**src/servo_sel_map.svh**
```systemverilog
// Register offsets, field positions, reset values and codes of the output selector block
`ifndef SERVO_SEL_MAP_SVH
`define SERVO_SEL_MAP_SVH
`define OFS_CTRL        8'h00
`define OFS_OUTSEL      8'h04
`define OFS_MONSEL      8'h08
`define OFS_FFGAIN      8'h0C
`define OFS_STATUS      8'h10
`define OFS_ERRCODE     8'h14
`define OFS_IRQ_STAT    8'h18
`define OFS_IRQ_MASK    8'h1C
`define CTRL_SPEED_BIT  0
`define CTRL_NOMOTOR    1
`define CTRL_HOME_SEL   2
`define CTRL_ABS_SYS    3
`define CTRL_HIST_CLR   4
`define CTRL_CABLE_4W   5
`define CTRL_RESET      6'h00
`define OUTSEL_RESET    6'h00
`define MON_RESET       4'h0
`define MON_MAX         4'hD
`define MON_ABS_LO      4'hA
`define MON_ABS_HI      4'hC
`define FFGAIN_RESET    7'h00
`define FFGAIN_MAX      7'h64
`define ERR_ENC1        16'h2016
`define ERR_ENC2        16'h2020
`define IRQ_ENC_ERR     0
`define IRQ_GAIN_REJ    1
`define IRQ_SEL_BAD     2
`define IRQ_HIST_DONE   3
`define IRQ_MON_REJ     4
`define SEL_OFF         6'h00
`define SEL_READY       6'h02
`define SEL_TROUBLE     6'h03
`define SEL_INPOS       6'h04
`define SEL_BRAKE       6'h05
`define SEL_DYNBRK      6'h06
`define SEL_TLIM        6'h07
`define SEL_WARN        6'h08
`define SEL_BATT        6'h09
`define SEL_SPEED       6'h0A
`define SEL_ZSPD        6'h0C
`define SEL_VGAIN       6'h0F
`define SEL_ABSLOST     6'h11
`endif

```
**src/servo_sel_pkg.sv**
```systemverilog
// Types shared by the output selector block
package servo_sel_pkg;
    typedef struct packed {
        logic ready;
        logic trouble_flag;
        logic in_position_flag;
        logic brake_interlock;
        logic external_dyn_brake;
        logic torque_limiting_flag;
        logic warning_flag;
        logic battery_warning_flag;
        logic speed_reached_flag;
        logic zero_speed_flag;
        logic variable_gain_active;
        logic abs_position_lost;
    } status_s;
    typedef struct packed {
        logic [15:0] accel_time;
        logic [15:0] eff_torque;
        logic [15:0] peak_load;
        logic [15:0] regen_ratio;
    } load_s;
    typedef enum logic [1:0] {
        ST_INIT,
        ST_ERASE,
        ST_RUN
    } init_e;
endpackage

```
**src/servo_output_signal_selector.sv**
```systemverilog
// Output signal selector with monitor select, home condition, motor-less mode and alarm history clear
`include "servo_sel_map.svh"
module servo_output_signal_selector (
    input  wire logic                   ref_clk_i,
    input  wire logic                   rst_n_i,
    input  wire logic [7:0]             addr_i,
    input  wire logic [31:0]            wdata_i,
    input  wire logic                   wr_i,
    input  wire logic                   rd_i,
    output logic      [31:0]            rdata_o,
    input  wire servo_sel_pkg::status_s status_i,
    input  wire servo_sel_pkg::load_s   load_i,
    input  wire logic [15:0]            motor_speed_i,
    input  wire logic [15:0]            speed_cmd_i,
    input  wire logic                   index_pulse_i,
    input  wire logic                   cable_4wire_i,
    input  wire logic                   hist_clr_stored_i,
    output logic                        out_pin_o,
    output logic [3:0]                  mon1_sel_o,
    output logic [3:0]                  mon2_sel_o,
    output logic [6:0]                  ffgain_o,
    output logic                        home_allowed_o,
    output logic                        enc_err1_o,
    output logic                        enc_err2_o,
    output logic                        hist_erase_o,
    output logic                        hist_clr_flag_o,
    output logic [15:0]                 speed_disp_o,
    output servo_sel_pkg::load_s        load_disp_o,
    output logic                        irq_o
);

    // ==========================================================
    // Functions
    function automatic logic mon_ok(input logic [3:0] code, input logic abs_sys);
        mon_ok = (code <= `MON_MAX) && (abs_sys || code < `MON_ABS_LO || code > `MON_ABS_HI);
    endfunction

    function automatic logic sel_pick(input logic [5:0] code, input logic speed_mode,
                                      input servo_sel_pkg::status_s s, output logic ok);
        ok = 1'b1;
        sel_pick = 1'b0;
        if (code == `SEL_OFF) begin
            sel_pick = 1'b0;
        end else if (code == `SEL_READY) begin
            sel_pick = s.ready;
        end else if (code == `SEL_TROUBLE) begin
            sel_pick = s.trouble_flag;
        end else if (code == `SEL_INPOS) begin
            sel_pick = !speed_mode && s.in_position_flag;
        end else if (code == `SEL_BRAKE) begin
            sel_pick = s.brake_interlock;
        end else if (code == `SEL_DYNBRK) begin
            sel_pick = s.external_dyn_brake;
        end else if (code == `SEL_TLIM) begin
            sel_pick = s.torque_limiting_flag;
        end else if (code == `SEL_WARN) begin
            sel_pick = s.warning_flag;
        end else if (code == `SEL_BATT) begin
            sel_pick = s.battery_warning_flag;
        end else if (code == `SEL_SPEED) begin
            sel_pick = speed_mode && s.speed_reached_flag;
        end else if (code == `SEL_ZSPD) begin
            sel_pick = s.zero_speed_flag;
        end else if (code == `SEL_VGAIN) begin
            sel_pick = s.variable_gain_active;
        end else if (code == `SEL_ABSLOST) begin
            sel_pick = !speed_mode && s.abs_position_lost;
        end else begin
            ok = 1'b0;
        end
    endfunction

    // ==========================================================
    // Registers
    logic [5:0]                  ctrl_reg;
    logic [5:0]                  outsel_reg;
    logic [3:0]                  mon1_reg;
    logic [3:0]                  mon2_reg;
    logic [6:0]                  ffgain_reg;
    logic [4:0]                  irq_stat_reg;
    logic [4:0]                  irq_mask_reg;
    logic [4:0]                  irq_set;
    logic                        zseen_reg;
    logic                        sel_bad;
    logic                        sel_val;
    logic                        sel_bad_reg;
    logic                        enc_err_prev_reg;
    logic                        hist_done;
    logic                        mismatch;
    logic                        speed_mode;
    logic                        nomotor;
    servo_sel_pkg::init_e        state_reg;
    servo_sel_pkg::status_s      status_eff;
    logic                        wr_ctrl;
    logic                        wr_mon;
    logic                        wr_gain;

    assign speed_mode = ctrl_reg[`CTRL_SPEED_BIT];
    assign nomotor    = ctrl_reg[`CTRL_NOMOTOR];
    assign wr_ctrl    = wr_i && addr_i == `OFS_CTRL;
    assign wr_mon     = wr_i && addr_i == `OFS_MONSEL;
    assign wr_gain    = wr_i && addr_i == `OFS_FFGAIN;
    assign mismatch   = ctrl_reg[`CTRL_CABLE_4W] != cable_4wire_i;
    assign hist_done  = state_reg == servo_sel_pkg::ST_ERASE;

    // ==========================================================
    // Power-on initialisation and alarm history clear
    always_ff @(posedge ref_clk_i) begin
        if (!rst_n_i) begin
            state_reg <= servo_sel_pkg::ST_INIT;
        end else begin
            case (state_reg)
                servo_sel_pkg::ST_INIT:  state_reg <= hist_clr_stored_i ? servo_sel_pkg::ST_ERASE
                                                                        : servo_sel_pkg::ST_RUN;
                servo_sel_pkg::ST_ERASE: state_reg <= servo_sel_pkg::ST_RUN;
                default:                 state_reg <= servo_sel_pkg::ST_RUN;
            endcase
        end
    end

    always_ff @(posedge ref_clk_i) begin
        if (!rst_n_i) begin
            ctrl_reg <= `CTRL_RESET;
        end else if (state_reg == servo_sel_pkg::ST_INIT) begin
            ctrl_reg[`CTRL_HIST_CLR] <= hist_clr_stored_i;
        end else if (hist_done) begin
            ctrl_reg[`CTRL_HIST_CLR] <= 1'b0;
        end else if (wr_ctrl) begin
            ctrl_reg <= wdata_i[5:0];
        end
    end

    always_ff @(posedge ref_clk_i) begin
        if (!rst_n_i) begin
            hist_erase_o    <= 1'b0;
            hist_clr_flag_o <= 1'b0;
        end else begin
            hist_erase_o    <= state_reg == servo_sel_pkg::ST_INIT && hist_clr_stored_i;
            hist_clr_flag_o <= ctrl_reg[`CTRL_HIST_CLR];
        end
    end

    // ==========================================================
    // Selector and monitor configuration
    always_ff @(posedge ref_clk_i) begin
        if (!rst_n_i) begin
            outsel_reg <= `OUTSEL_RESET;
        end else if (wr_i && addr_i == `OFS_OUTSEL) begin
            outsel_reg <= wdata_i[5:0];
        end
    end

    always_ff @(posedge ref_clk_i) begin
        if (!rst_n_i) begin
            mon1_reg <= `MON_RESET;
            mon2_reg <= `MON_RESET;
        end else if (wr_mon) begin
            if (mon_ok(wdata_i[3:0], ctrl_reg[`CTRL_ABS_SYS])) begin
                mon1_reg <= wdata_i[3:0];
            end
            if (mon_ok(wdata_i[7:4], ctrl_reg[`CTRL_ABS_SYS])) begin
                mon2_reg <= wdata_i[7:4];
            end
        end
    end

    always_ff @(posedge ref_clk_i) begin
        if (!rst_n_i) begin
            ffgain_reg <= `FFGAIN_RESET;
        end else if (wr_gain && wdata_i[31:0] <= 32'(`FFGAIN_MAX)) begin
            ffgain_reg <= wdata_i[6:0];
        end
    end

    // ==========================================================
    // Motor-less simulation of status and display
    always_comb begin
        status_eff = status_i;
        if (nomotor) begin
            status_eff.zero_speed_flag  = speed_cmd_i == 16'h0000;
            status_eff.in_position_flag = 1'b1;
            status_eff.speed_reached_flag = 1'b1;
            status_eff.abs_position_lost  = 1'b0;
        end
    end

    always_ff @(posedge ref_clk_i) begin
        if (!rst_n_i) begin
            speed_disp_o <= 16'h0000;
            load_disp_o  <= '0;
        end else begin
            speed_disp_o <= nomotor ? speed_cmd_i : motor_speed_i;
            load_disp_o  <= nomotor ? '0 : load_i;
        end
    end

    // ==========================================================
    // Output pin routing
    always_comb begin
        logic ok;
        ok      = 1'b0;
        sel_val = sel_pick(outsel_reg, speed_mode, status_eff, ok);
        sel_bad = !ok;
    end

    always_ff @(posedge ref_clk_i) begin
        if (!rst_n_i) begin
            out_pin_o   <= 1'b0;
            sel_bad_reg <= 1'b0;
        end else begin
            out_pin_o   <= sel_val && !sel_bad && state_reg == servo_sel_pkg::ST_RUN;
            sel_bad_reg <= sel_bad;
        end
    end

    // ==========================================================
    // Home condition and encoder cable check
    always_ff @(posedge ref_clk_i) begin
        if (!rst_n_i) begin
            zseen_reg      <= 1'b0;
            home_allowed_o <= 1'b0;
        end else begin
            if (index_pulse_i && state_reg == servo_sel_pkg::ST_RUN) begin
                zseen_reg <= 1'b1;
            end
            home_allowed_o <= state_reg == servo_sel_pkg::ST_RUN
                              && (ctrl_reg[`CTRL_HOME_SEL] || zseen_reg);
        end
    end

    always_ff @(posedge ref_clk_i) begin
        if (!rst_n_i) begin
            enc_err1_o       <= 1'b0;
            enc_err2_o       <= 1'b0;
            enc_err_prev_reg <= 1'b0;
        end else begin
            enc_err1_o       <= mismatch && ctrl_reg[`CTRL_CABLE_4W];
            enc_err2_o       <= mismatch && !ctrl_reg[`CTRL_CABLE_4W];
            enc_err_prev_reg <= mismatch;
        end
    end

    // ==========================================================
    // Interrupts
    always_comb begin
        irq_set = '0;
        irq_set[`IRQ_ENC_ERR]   = mismatch && !enc_err_prev_reg;
        irq_set[`IRQ_GAIN_REJ]  = wr_gain && wdata_i[31:0] > 32'(`FFGAIN_MAX);
        irq_set[`IRQ_SEL_BAD]   = sel_bad && !sel_bad_reg;
        irq_set[`IRQ_HIST_DONE] = hist_done;
        irq_set[`IRQ_MON_REJ]   = wr_mon && !(mon_ok(wdata_i[3:0], ctrl_reg[`CTRL_ABS_SYS])
                                  && mon_ok(wdata_i[7:4], ctrl_reg[`CTRL_ABS_SYS]));
    end

    always_ff @(posedge ref_clk_i) begin
        if (!rst_n_i) begin
            irq_stat_reg <= '0;
            irq_mask_reg <= '0;
            irq_o        <= 1'b0;
        end else begin
            if (wr_i && addr_i == `OFS_IRQ_STAT) begin
                irq_stat_reg <= (irq_stat_reg & ~wdata_i[4:0]) | irq_set;
            end else begin
                irq_stat_reg <= irq_stat_reg | irq_set;
            end
            if (wr_i && addr_i == `OFS_IRQ_MASK) begin
                irq_mask_reg <= wdata_i[4:0];
            end
            irq_o <= |(irq_stat_reg & irq_mask_reg);
        end
    end

    // ==========================================================
    // Register read
    always_ff @(posedge ref_clk_i) begin
        if (!rst_n_i) begin
            rdata_o <= 32'h0000_0000;
        end else if (!rd_i) begin
            rdata_o <= 32'h0000_0000;
        end else if (addr_i == `OFS_CTRL) begin
            rdata_o <= {26'h0, ctrl_reg};
        end else if (addr_i == `OFS_OUTSEL) begin
            rdata_o <= {26'h0, outsel_reg};
        end else if (addr_i == `OFS_MONSEL) begin
            rdata_o <= {24'h0, mon2_reg, mon1_reg};
        end else if (addr_i == `OFS_FFGAIN) begin
            rdata_o <= {25'h0, ffgain_reg};
        end else if (addr_i == `OFS_STATUS) begin
            rdata_o <= {26'h0, enc_err2_o, enc_err1_o, zseen_reg, home_allowed_o, sel_bad_reg, out_pin_o};
        end else if (addr_i == `OFS_ERRCODE) begin
            rdata_o <= {16'h0, enc_err1_o ? `ERR_ENC1 : (enc_err2_o ? `ERR_ENC2 : 16'h0000)};
        end else if (addr_i == `OFS_IRQ_STAT) begin
            rdata_o <= {27'h0, irq_stat_reg};
        end else if (addr_i == `OFS_IRQ_MASK) begin
            rdata_o <= {27'h0, irq_mask_reg};
        end else begin
            rdata_o <= 32'h0000_0000;
        end
    end

    assign mon1_sel_o = mon1_reg;
    assign mon2_sel_o = mon2_reg;
    assign ffgain_o   = ffgain_reg;

    // ==========================================================
    // Assertions
    a_pin_invalid_off: assert property (@(posedge ref_clk_i) disable iff (!rst_n_i)
        sel_bad |=> !out_pin_o) else $error("Invalid selector drove pin");
    a_pin_follows: assert property (@(posedge ref_clk_i) disable iff (!rst_n_i)
        state_reg == servo_sel_pkg::ST_RUN && !sel_bad |=> out_pin_o == $past(sel_val))
        else $error("Pin did not follow selected signal");
    a_mode_inpos: assert property (@(posedge ref_clk_i) disable iff (!rst_n_i)
        outsel_reg == `SEL_INPOS && speed_mode |=> !out_pin_o)
        else $error("In-position routed in speed mode");
    a_mode_speed: assert property (@(posedge ref_clk_i) disable iff (!rst_n_i)
        outsel_reg == `SEL_SPEED && !speed_mode |=> !out_pin_o)
        else $error("Speed reached routed in position mode");
    a_sel_zero_off: assert property (@(posedge ref_clk_i) disable iff (!rst_n_i)
        outsel_reg == `SEL_OFF |=> !out_pin_o) else $error("Code zero not off");
    a_zspd_route: assert property (@(posedge ref_clk_i) disable iff (!rst_n_i)
        state_reg == servo_sel_pkg::ST_RUN && outsel_reg == `SEL_ZSPD
        |=> out_pin_o == $past(status_eff.zero_speed_flag)) else $error("Zero speed misrouted");
    a_hist_flag_clr: assert property (@(posedge ref_clk_i) disable iff (!rst_n_i)
        hist_done |=> !ctrl_reg[`CTRL_HIST_CLR] ##1 !hist_clr_flag_o)
        else $error("History clear flag not reset");
    a_hist_erase_init: assert property (@(posedge ref_clk_i) disable iff (!rst_n_i)
        hist_erase_o |-> $past(state_reg) == servo_sel_pkg::ST_INIT)
        else $error("History erased outside init");
    a_home_needs_z: assert property (@(posedge ref_clk_i) disable iff (!rst_n_i)
        home_allowed_o |-> $past(zseen_reg) || $past(ctrl_reg[`CTRL_HOME_SEL]))
        else $error("Home allowed without index");
    a_enc_err: assert property (@(posedge ref_clk_i) disable iff (!rst_n_i)
        mismatch |=> enc_err1_o || enc_err2_o) else $error("Cable mismatch not reported");
    a_nomotor_zero: assert property (@(posedge ref_clk_i) disable iff (!rst_n_i)
        nomotor |=> load_disp_o == '0) else $error("Load data not zero without motor");
    a_nomotor_speed: assert property (@(posedge ref_clk_i) disable iff (!rst_n_i)
        nomotor |=> speed_disp_o == $past(speed_cmd_i)) else $error("Simulated speed wrong");
    a_mon_range: assert property (@(posedge ref_clk_i) disable iff (!rst_n_i)
        mon1_reg <= `MON_MAX && mon2_reg <= `MON_MAX) else $error("Monitor code out of range");
    a_mon_abs: assert property (@(posedge ref_clk_i) disable iff (!rst_n_i)
        wr_mon && !ctrl_reg[`CTRL_ABS_SYS] && wdata_i[3:0] inside {[`MON_ABS_LO:`MON_ABS_HI]}
        |=> $stable(mon1_reg)) else $error("Position monitor taken without abs system");
    a_gain_range: assert property (@(posedge ref_clk_i) disable iff (!rst_n_i)
        ffgain_reg <= `FFGAIN_MAX) else $error("Feed forward gain above limit");

endmodule

```
**config.mk**
```make
export PLATFORM = sky130hd
export DESIGN_NAME = servo_output_signal_selector
export DESIGN_NICKNAME = d
export VERILOG_FILES = /design/src/servo_sel_pkg.sv /design/src/servo_output_signal_selector.sv
export VERILOG_INCLUDE_DIRS = /design/src
export SDC_FILE = /design/constraint.sdc
export NUM_CORES = 1
export LEC_CHECK = 0
export BUFFER_PORTS_ARGS = -buffer_cell sky130_fd_sc_hd__buf_2
export CAP_MARGIN = 40
export CORE_ASPECT_RATIO = 0.75
export CORE_MARGIN = 1
export CORE_UTILIZATION = 49
export CTS_CLUSTER_SIZE = 10
export DETAILED_ROUTE_END_ITERATION = 7
export PLACE_DENSITY = 0.82
export SLEW_MARGIN = 20
export SYNTH_ARGS = -nofsm -noshare
export SYNTH_HDL_FRONTEND = slang
export SYNTH_SLANG_ARGS = --single-unit
```
**constraint.sdc**
```tcl
create_clock -name ref_clk_i -period 4.7 [get_ports ref_clk_i]
set_input_delay 0.47 -clock ref_clk_i [delete_from_list [all_inputs] [get_ports ref_clk_i]]
set_output_delay 0.47 -clock ref_clk_i [all_outputs]
set_load 0.01 [all_outputs]
```
Word-level counts from Yosys, hierarchy flattened
Index checks and enable logic that the tools add are counted.

word-level totals
  register bits = 159
  bits in latches = 0
  RAM bits = 0
  memory bits (read-only) = 0
  bits of input ports = 155
  output and inout bits = 134
  word-level logic and storage cells = 164
  memories kept = 0

cells by class
  add/sub/neg operators = 0
  multiply operators = 0
  div/mod/pow operators = 0
  $lt $le $gt $ge = 8
  equality and inequality tests = 22
  shift-type cells = 0
  muxes and demuxes = 46
  bitwise operators = 9
  reduce and logical (&&, ||, !) cells = 50

operator list
  operator                                                        number
  two-way mux 14 bit                                              3
  == test 8 x 5 -> 1 bit, second input constant                   4
  greater-than comparator 32 x 7 -> 1 bit, second input constant  1
  <= comparator 32 x 7 -> 1 bit, second input constant            1
  == test 6 x 4 -> 1 bit, second input constant                   5
  two-way mux 1 bit                                               30
  == test 6 x 3 -> 1 bit, second input constant                   4
  logical AND 1 bit                                               24
  two-way mux 8 bit                                               3
  two-way mux 5 bit                                               4
  == test 8 x 4 -> 1 bit, second input constant                   2
  logical NOT 16 bit                                              1
  two-way mux 16 bit                                              1
  == test 6 x 2 -> 1 bit, second input constant                   2
  two-way mux 6 bit                                               2
  bitwise AND 5 bit                                               2
  OR 5 bit                                                        2
  OR reduction 9 bit                                              1
  == test 8 x 3 -> 1 bit, second input constant                   1
  greater-than comparator 4 bit, second input constant            2
  <= comparator 4 bit, second input constant                      2
  logical NOT 8 bit                                               1
  less-than comparator 4 bit, second input constant               2
  AND reduction 2 bit                                             4
  other kinds (17)                                                31

Depth between registers and ports, before layout
Gate-level depths: netlist of run 1.

  word-level depth = 18
  mapped depth = 7
  depth with buffers taken out = 5

Worst setup path after synthesis of run 1
OpenSTA, ideal clock, no wires.

  kind = input port to flip-flop
  start = input port addr_i[1]
  end = register mon2_reg[3], in the netlist mon2_sel_o[3]
  library setup time = 0.058 ns
  arrival = 2.132 ns
  required time = 4.642 ns
  setup slack = 2.509 ns
  stages on the path = 5
  buffers on the path = 0
  path through = or4_4 -> or3_4 -> or3_4 -> nor2_4 -> o221a_2

on the way
  word-level cells in the longest chain between the ends = 3

ends and longest elaborated chain
  what                                     RTL line                             source
  from (decl)                              servo_output_signal_selector.sv:6    input wire logic [7:0] addr_i,
  == test 8 x 4 -> 1 bit (no source line)  -
  logical AND 1 bit (no source line)       -
  AND reduction 2 bit (no source line)     -
  to (signal assigned)                     servo_output_signal_selector.sv:156  mon2_reg <= `MON_RESET;
  to (signal assigned)                     servo_output_signal_selector.sv:162  mon2_reg <= wdata_i[7:4];
  to (decl)                                servo_output_signal_selector.sv:78   logic [3:0] mon2_reg;

Every way passes these cells.
A chain may end at the register's enable or synchronous reset.

Worst setup path after layout of run 1
  start = input port addr_i[1]
  end = register outsel_reg[0]

on the way
  word-level cells in the longest chain between the ends = 2

ends and longest elaborated chain
  what                                     RTL line                             source
  == test 8 x 3 -> 1 bit (no source line)  -
  logical AND 1 bit (no source line)       -
  to (signal assigned)                     servo_output_signal_selector.sv:147  outsel_reg <= `OUTSEL_RESET;
  to (signal assigned)                     servo_output_signal_selector.sv:149  outsel_reg <= wdata_i[5:0];
  to (decl)                                servo_output_signal_selector.sv:76   logic [5:0] outsel_reg;

Every way passes these cells.

==> results of run 1 <==
-- cells in the final DEF, fill, tap and decap left out, types with 3 or more instances in the layout --
cell / n
a21oi_1: 13
mux2i_1: 52
buf_2: 265
conb_1: 23
clkbuf_16: 17
inv_6: 4
nand3b_1: 4
nand2b_1: 4
buf_4: 3
nor2b_1: 40
and3_1: 3
nor2_1: 11
o21bai_1: 3
inv_1: 14
clkinv_4: 5
nand4_1: 5
nor4_1: 9
nand3_1: 11
o221a_2: 3
a21boi_0: 6
o21ai_0: 20
and2_1: 73
nor3_1: 7
dfxtp_1: 138
nor3b_1: 3
bufinv_16: 3
nand2_1: 28
a22oi_1: 3
mux2_2: 4
-- cells by family (layout without fill, tap and decap cells) --
kind of cell / count (synthesis) / in the layout / synth area share [%]
buf+inv: 67 / 314 / 6.26
fa+ha+maj: 2 / 2 / 0.455
compound gates: 70 / 70 / 8.51
simple gates: 214 / 214 / 23.4
mux: 58 / 58 / 11.1
other cells: 1 / 23 / 0.0682
flops: 138 / 138 / 50.3
-- worst max-delay path: stages --
cell and delay (ns):
buf_2 0.11, or4_4 0.57, nor3_2 0.51, and3_1 0.49, mux2i_1 0.25, nor2b_1 0.07
-- where the power goes --
| group | leakage [nW] | switching, mW | internal (mW) |
|---|---|---|---|
| logic | 2.12 | 0.126 | 0.110 |
| registers | 1.14 | 0.0139 | 1.21 |
| clock network | 0.308 | 0.528 | 0.863 |
-- path summary, 6_finish.rpt --
| kind | depth (start not counted) | endpoint | slack, ns |
|---|---|---|---|
| worst min register to register | 2 | mon2_sel_o[2]$_SDFFE_PN0P_ | 0.48 |
| worst max-delay path | 6 | outsel_reg[0]$_SDFFE_PN0P_ | 2.53 |
| worst max register to register | 5 | irq_stat_reg[2]$_SDFF_PN0_ | 2.67 |
| worst min-delay path | 2 | load_disp_o[26]$_SDFF_PP0_ | 0.26 |
-- cell type report --
class | instances | area (um2)
well taps | 140 | 175
fillers | 866 | 3500
repair buffers | 268 | 1350
inverters | 14 | 52.6
clock buffers | 18 | 439
multi-input cells | 367 | 2480
clock inverters | 14 | 185
flip-flops and latches | 138 | 2760
-- layer usage --
metal  routed length (um)  vias to the layer above
li1                     -                     2341
met2                 7410                      296
met4                  209                        0
met5                    0                        -
met3                 1440                       16
met1                 6340                     2241
-- stage by stage --
step / power, mW / hold slack [ns] / setup slack (ns)
2_1_floorplan: 1.37 / 0.452 / 2.51
3_3_place_gp: 1.48 / 0.456 / 2.23
3_5_place_dp: 1.49 / 0.472 / 2.15
4_1_cts: 2.87 / 0.240 / 2.57
5_1_grt: 2.95 / 0.244 / 2.42
6_report: 2.85 / 0.257 / 2.53
==> results.yml, run 1 <==
run_status:
  status: "completed"
timing:
  relSlewSlack_pct: 57.1
  setup_viol: 0
  period_share_pct: 46.2
  finalCriticalPeriod_ns: 2.17
  hold_violations: 0
  fin_skew_ns: 0.0111
  tightestPinTransition_ns: 0.640
  max_freq_ghz: 0.460
  rsz0062_at_grt: "no"
  slew_viol_final: 0
  timing.setup.tns_ns: 0
clock_tree:
  cts_made_buffers: 17
  clkTransAtPathRegs_ns: 0.06
  cts_buffer_depth: 2
  ctsHoldBuffers: 0
  cts_htree_levels: 4
  post_cts_resized: 0
  root_buffer: "clkbuf_16"
  cts_num_sinks: 138
  worstSkewPairLatency_ns: 0.41
  postCtsSetupBuffers: 0
  cts_tree: "yes"
synthesis:
  syn_area_per_cell_um2: 10.0
  ys_warn_count: 0
  ys_top_cells_by_area: "dfxtp_1 (50%), mux2i_1 (9.5%), and2_1 (8.3%)"
  netlist.area_leader.share_pct: 50.3
  synth_cell_types: 56
  ys_ff_latch: 138
  synth_area_um2: 5500
  yosys.area.top_type: "dfxtp_1"
  seq_area_frac_synth_pct: 50.3
  ys_top_cells_by_count: "dfxtp_1 (138), and2_1 (73), mux2i_1 (52)"
  async_reset_ff_share_pct: 0
  ys.flop_type: "dfxtp_1"
  synthCells: 550
  yosysMostFrequentCell: "dfxtp_1"
  synth_edf_count: 0
drt:
  final_antenna_net_count: 0
  avgRoutedWirePerCell_um: 16.1
  drtIter0Drc: 339
  drc: 0
  routed_wl_mm: 15.4
  vias_per_cell: 5.10
  vias: 4894
  dr.pass1.iters: 6
final_layout:
  postLayoutCoreUtil_pct: 68.0
  largest_reg_flops: 64
  syn_to_final_growth_pct: 35.3
  nNetsFinal: 963
  drive_gt1_share_pct: 39.3
  top_register: "load_disp_o"
  fin_cells: 959
  n_antenna_cell: 0
  final_cell_area_um2: 7440
  top_regs: "load_disp_o (64), speed_disp_o (16), rdata_o (9)"
power_and_ir_drop:
  power.density_nw_per_um2: 383
  ir_drop_mv: 0.230
  p_leak_nw: 3.56
place:
  io_buffers: 265
  dp_cells: 927
  finalWeightedCongestion: 0.938
  hpwl_mm: 11.6
  place_area_um2: 6820
worst_setup_path:
  worstPathArrival_ns: 2.47
  path_max_fanout: 10
  end_kind: "flop"
  cp-start-kind: "input pin"
  critPathLaunch: "addr_i[1]"
  r2r_start: "outsel_reg[1]$_SDFFE_PN0P_"
  cp_data_required_time_ns: 4.99
  criticalPathCategory: "in -> reg"
floorplanning:
  die_width_um: 124
  die_area_um2: 11700
  ios: 289
  initial_core_util_pct: 50.2
  fp.dieH_um: 93.7
  coreArea_um2: 10900
  num_rows: 33
global_routing:
  grt_max_degree: 65
  grt_pass1_wl_mm: 22.9
  grt_pass1_vias: 4402
  grt.met3_usage_pct: 5.92
  use_met1_pct: 33.2
  met2_usage_pct: 41.3
  grt_overflow: 0
  antenna_found_initial: 0
  grt_most_used_layer: "met2"
  grt_usage_pct: 25.5
min_path:
  hp-class: "in -> reg"
  min_from: "load_i[26]"
job:
  cap_violations: 0
(Power assumes the default switching activity.)
==> run 2, diff against run 1 <==
--- a/config.mk
+++ b/config.mk
@@ -10,10 +10,10 @@
 export CAP_MARGIN = 40
 export CORE_ASPECT_RATIO = 0.75
 export CORE_MARGIN = 1
-export CORE_UTILIZATION = 49
+export CORE_UTILIZATION = 41
 export CTS_CLUSTER_SIZE = 10
 export DETAILED_ROUTE_END_ITERATION = 7
-export PLACE_DENSITY = 0.82
+export PLACE_DENSITY = 0.73
 export SLEW_MARGIN = 20
 export SYNTH_ARGS = -nofsm -noshare
 export SYNTH_HDL_FRONTEND = slang
==> constraint.sdc (replaced) <==
create_clock -name ref_clk_i -period 1.82 [get_ports ref_clk_i]
set_input_delay 0.182 -clock ref_clk_i [delete_from_list [all_inputs] [get_ports ref_clk_i]]
set_output_delay 0.182 -clock ref_clk_i [all_outputs]
set_load 0.01 [all_outputs]
==> run 2 against run 1 <==
Compared with the run above:
- register-to-register slack got worse by 2.5 ns
- largest cell class unchanged
- clock power up 140%
- hold slack worse by 0.24 ns
- setup slack worse by 2.4 ns
==> results.yml, run 2 (synthesis results as in run 1) <==
timing:
  finalCriticalPeriod_ns: 1.69
  setup_viol: 0
  hold_violations: 0
  max_freq_ghz: 0.591
  slew_viol_final: 0
  rsz0062_at_grt: "no"
  period_share_pct: 93.0
  fin_skew_ns: 0.0150
  final.setup.worst_slack_ns: 0.128
final_layout:
  final_cell_area_um2: 8320
  nNetsFinal: 1053
  postLayoutCoreUtil_pct: 63.9
  multi_input_area_um2: 2480
  n_antenna_cell: 0
  layout_common_cells: "buf_2 (265), dfxtp_1 (138), and2_1 (73)"
  top_register: "load_disp_o"
  fill_cells: 1040
  layout_commonest_cell: "buf_2"
  top_regs: "load_disp_o (64), speed_disp_o (16), rdata_o (9)"
  drive_gt1_share_pct: 38.3
  regArea_um2: 2760
  largest_reg_flops: 64
  fin_cells: 1080
  syn_to_final_growth_pct: 51.3
place:
  hpwl_mm: 12.0
  io_buffers: 265
  place_area_um2: 7090
  dp_cells: 984
  finalWeightedCongestion: 0.956
  place_ws_ns: -0.211
floorplanning:
  fp.dieH_um: 102
  die_area_um2: 13900
  ios: 289
  die_width_um: 136
  coreArea_um2: 13000
  initial_core_util_pct: 42.2
  num_rows: 36
power_and_ir_drop:
  p_total_mw: 7.30
  p_clk_share_pct: 46.2
  p_switching_mw: 1.84
  cell_internal_pwr_mw: 5.46
  seqPwrFrac_pct: 43.4
  power.density_nw_per_um2: 877
  p_leak_nw: 3.95
  ir_drop_mv: 0.735
  p_sw_share_pct: 25.2
  combPwrFrac_pct: 10.4
global_routing:
  grt_pass1_wl_mm: 24.9
  grt_max_degree: 65
  grt_overflow: 0
  antenna_found_initial: 0
  grt_pass1_vias: 4787
  grt_usage_pct: 24.1
drt:
  vias: 5230
  drc: 0
  vias_per_cell: 4.84
  routed_wl_mm: 17.4
  dr.pass1.iters: 5
  final_antenna_net_count: 0
  avgRoutedWirePerCell_um: 16.1
  drtIter0Drc: 428
clock_tree:
  cts_htree_levels: 4
  root_buffer: "clkbuf_16"
  post_cts_resized: 0
  cts_buffer_depth: 2
  worstSkewPairLatency_ns: 0.42
  postCtsSetupBuffers: 0
  cts_made_buffers: 17
  cts_num_sinks: 138
  cts_tree: "yes"
  clkTransAtPathRegs_ns: 0.07
worst_setup_path:
  cp-start-kind: "flop"
  end_kind: "flop"
  worstPathArrival_ns: 2.00
  cp_data_required_time_ns: 2.13
  path_max_fanout: 4
  criticalPathCategory: "reg -> reg"
job:
  cap_violations: 0
run_status:
  status: "completed"
min_path:
  hp-class: "in -> reg"
==> run 2: cell types whose count changed in the layout (fill, tap and decap cells not counted), sizes merged <==
cell,before,now
bufinv,3,1
clkinvlp,0,2
clkbuf,18,17
inv,19,20
dlygate4sd3,0,64
buf,268,294
==> run 2: worst max-delay path: stages, from the launching register on <==
cell and delay, ns:
dfxtp_1 0.36, or3b_2 0.45, a31o_2 0.24, a21oi_1 0.27, o21ai_0 0.11, and2_1 0.16
==> run 2: path summary, 6_finish.rpt <==
| path | startpoint | end | slack (ns) | cells after the start |
|---|---|---|---|---|
| worst min-delay path | motor_speed_i[14] | speed_disp_o[14]$_SDFF_PN0_ | 0.02 | 3 |
| worst max-delay path | outsel_reg[3]$_SDFFE_PN0P_ | irq_stat_reg[2]$_SDFF_PN0_ | 0.13 | 5 |
| worst max register to register | outsel_reg[3]$_SDFFE_PN0P_ | irq_stat_reg[2]$_SDFF_PN0_ | 0.13 | 5 |
| worst min register to register | mon1_sel_o[0]$_SDFFE_PN0P_ | mon1_sel_o[0]$_SDFFE_PN0P_ | 0.48 | 2 |
==> run 2: area by class of cell <==
| cell class | instances | area share (%) |
|---|---|---|
| Tap cell | 171 | 2.57 |
| Clock buffer | 17 | 5.12 |
| Clock inverter | 15 | 1.93 |
| Multi-Input combinational cell | 367 | 29.8 |
| Sequential cell | 138 | 33.2 |
| Inverter | 14 | 0.632 |
| Timing Repair Buffer | 358 | 26.7 |
==> run 2: power by group through the flow <==
| stage | combinational [mW] | sequential [mW] | clock [mW] |
|---|---|---|---|
| after detailed placement | 0.634 | 3.23 | 0 |
| after global placement | 0.630 | 3.22 | 0 |
| after global routing | 0.823 | 3.17 | 3.58 |
| final | 0.762 | 3.17 | 3.37 |
| after floorplan | 0.255 | 3.28 | 0 |
| after CTS | 0.745 | 3.16 | 3.41 |
==> run 2: what timing repair did <==
action,CTS,global route
hold endpoints to repair,64,0
endpoints found under the setup margin,0,0
hold buffers,64,0
==> run 2: through the flow <==
| step | TNS (ns) | hold slack (ns) |
|---|---|---|
| floorplan | -0.160 | 0.304 |
| global route | 0 | 0.0385 |
| global placement | -1.78 | 0.381 |
| finish | 0 | 0.0165 |
| detailed placement | -2.49 | 0.383 |
| CTS | 0 | 0.00726 |
==> run 2: layer usage <==
| metal | wire [um] | share of wire (%) | vias to the layer above | GRT usage (%) |
|---|---|---|---|---|
| met2 | 8550 | 49 | 254 | 40.4 |
| met3 | 1250 | 7.2 | 27 | 5.41 |
| met5 | 0 | 0 | - | 0 |
| li1 | - | - | 2528 | - |
| met4 | 393 | 2.3 | 0 | 10.1 |
| met1 | 7200 | 41 | 2421 | 30.0 |
==> run 3, diff against run 2 <==
--- a/config.mk
+++ b/config.mk
@@ -11,6 +11,7 @@
 export CORE_ASPECT_RATIO = 0.75
 export CORE_MARGIN = 1
 export CORE_UTILIZATION = 41
+export CTS_BUF_LIST = sky130_fd_sc_hd__clkbuf_8 sky130_fd_sc_hd__clkbuf_16
 export CTS_CLUSTER_SIZE = 10
 export DETAILED_ROUTE_END_ITERATION = 7
 export PLACE_DENSITY = 0.73
==> constraint.sdc (replaced) <==
create_clock -name ref_clk_i -period 1.82 [get_ports ref_clk_i]
set_input_delay 0.364 -clock ref_clk_i [delete_from_list [all_inputs] [get_ports ref_clk_i]]
set_output_delay 0.364 -clock ref_clk_i [all_outputs]
set_load 0.01 [all_outputs]
==> run 3 against run 2 <==
Compared with the run above:
- sequential cell count unchanged
- die area is the same
- clock skew decreased by 0.0026 ns
- fmax is 5.8% lower
- design area down 6.6%
- via count shrank 5.4%
==> results.yml, run 3 (synthesis results as in run 1) <==
run_status:
  status: "completed"
clock_tree:
  root_buffer: "clkbuf_16"
  cts_num_sinks: 138
  cts_htree_levels: 4
  ctsHoldBuffers: 0
  cts_tree: "yes"
  worstSkewPairLatency_ns: 0.41
  clkTransAtPathRegs_ns: 0.06
  cts_made_buffers: 17
  cts_buffer_depth: 2
drt:
  wl_met3_mm: 1.41
  dr.pass1.iters: 5
  drc: 0
  avgRoutedWirePerCell_um: 15.4
  routed_wl_mm: 15.8
  wl_met2_mm: 7.48
  final_antenna_net_count: 0
  drtIter0Drc: 336
  wl_met1_mm: 6.73
  top_layer_used: "met4"
  vias: 4949
  vias_per_cell: 4.83
place:
  hpwl_mm: 12.3
  io_buffers: 265
  place_ws_ns: -0.369
  finalWeightedCongestion: 0.943
  dp_cells: 989
final_layout:
  syn_to_final_growth_pct: 41.4
  fill_cells: 1134
  drive_gt1_share_pct: 41.6
  layout_common_cells: "buf_2 (264), dfxtp_1 (138), and2_1 (73)"
  fin_cells: 1024
  layout_commonest_cell: "buf_2"
  top_regs: "load_disp_o (64), speed_disp_o (16), rdata_o (9)"
  top_register: "load_disp_o"
  postLayoutCoreUtil_pct: 59.7
  nNetsFinal: 995
  largest_reg_flops: 64
timing:
  max_freq_ghz: 0.557
  fin_skew_ns: 0.0124
  rsz0062_at_grt: "yes"
  period_share_pct: 98.6
  setup_viol: 0
  timing.setup.tns_ns: 0
  finalCriticalPeriod_ns: 1.80
  hold_violations: 0
  slew_viol_final: 0
  relSlewSlack_pct: 65.8
  tightestPinTransition_ns: 0.513
  final.setup.worst_slack_ns: 0.0247
floorplanning:
  initial_core_util_pct: 42.2
  num_rows: 36
  fp.dieH_um: 102
  coreArea_um2: 13000
  die_area_um2: 13900
  ios: 289
  die_width_um: 136
min_path:
  hold_depth: 2
  holdPathEnd: "load_disp_o[27]$_SDFF_PP0_"
  min_from: "load_i[27]"
  hp-class: "in -> reg"
power_and_ir_drop:
  p_leak_nw: 3.73
  ir_drop_mv: 0.669
  power.density_nw_per_um2: 969
  seqPwrFrac_pct: 42.0
  combPwrFrac_pct: 8.6
  p_clk_share_pct: 49.4
  p_sw_share_pct: 23.4
  p_switching_mw: 1.76
  cell_internal_pwr_mw: 5.77
global_routing:
  grt_pass1_wl_mm: 23.3
  antenna_found_initial: 1
  grt_overflow: 0
  grt_max_degree: 65
  grt_pass1_vias: 4513
  grt_usage_pct: 22.4
worst_setup_path:
  reg2reg_slack_ns: 0.19
  end_kind: "flop"
  r2r_cells: 6
  cp-start-kind: "input pin"
  criticalPathCategory: "in -> reg"
  worstPathArrival_ns: 2.13
  cp_data_required_time_ns: 2.15
  r2r-end: "irq_stat_reg[2]$_SDFF_PN0_"
  path_max_fanout: 5
  r2r_start: "outsel_reg[3]$_SDFFE_PN0P_"
job:
  cap_violations: 0
==> run 3: worst max path at each step <==
stage                   start                          to  cells after the start
finish              addr_i[0]  mon1_sel_o[1]$_SDFFE_PN0P_                      6
global route        addr_i[1]  mon1_sel_o[2]$_SDFFE_PN0P_                      6
CTS                 addr_i[1]  mon1_sel_o[1]$_SDFFE_PN0P_                      6
detailed placement  addr_i[1]  mon1_sel_o[2]$_SDFFE_PN0P_                      6
global placement    addr_i[1]  mon1_sel_o[3]$_SDFFE_PN0P_                      6
floorplan           addr_i[1]  mon2_sel_o[3]$_SDFFE_PN0P_                      5
==> run 3: final cells by class <==
type                    instances  area (um2)  share of cell area, %
clock buffers                  17         425                   5.47
flip-flops and latches        138        2760                   35.5
inverters                      14        52.6                  0.676
well taps                     171         214                   2.75
repair buffers                300        1620                   20.9
clock inverters                15         211                   2.72
diodes                          2        5.00                 0.0644
multi-input cells             367        2480                   31.9
==> run 3: power groups by stage <==
| stage | Combinational, mW | Sequential (mW) | Clock (mW) |
|---|---|---|---|
| after floorplan | 0.255 | 3.28 | 0 |
| after global placement | 0.637 | 3.22 | 0 |
| after detailed placement | 0.644 | 3.23 | 0 |
| after CTS | 0.647 | 3.16 | 3.76 |
| after global routing | 0.714 | 3.17 | 3.91 |
| final | 0.647 | 3.16 | 3.72 |
==> run 3: routing by layer <==
metal | GRT usage, % | vias up
li1 | - | 2412
met4 | 6.83 | 0
met3 | 6.60 | 18
met1 | 28.6 | 2280
met2 | 36.6 | 239
met5 | 0 | -
==> run 3: metrics by stage <==
step	area (um2)	total power, mW	hold WS, ns
floorplan	5590	3.54	0.452
global placement	7120	3.86	0.461
detailed placement	7120	3.87	0.472
CTS	7750	7.57	0.136
global route	7770	7.79	0.134
finish	7770	7.53	0.147
==> run 3: critical path: stages <==
cell     delay [ns]
buf_2          0.10
or4_4          0.53
or3_4          0.35
or3_4          0.40
nor2_4         0.18
mux2i_1        0.19
==> run 3: timing repair <==
action                                  in CTS  in global routing
endpoints found under the setup margin       0                  4
resized for setup                            0                  1
buffers inserted                             0                  1
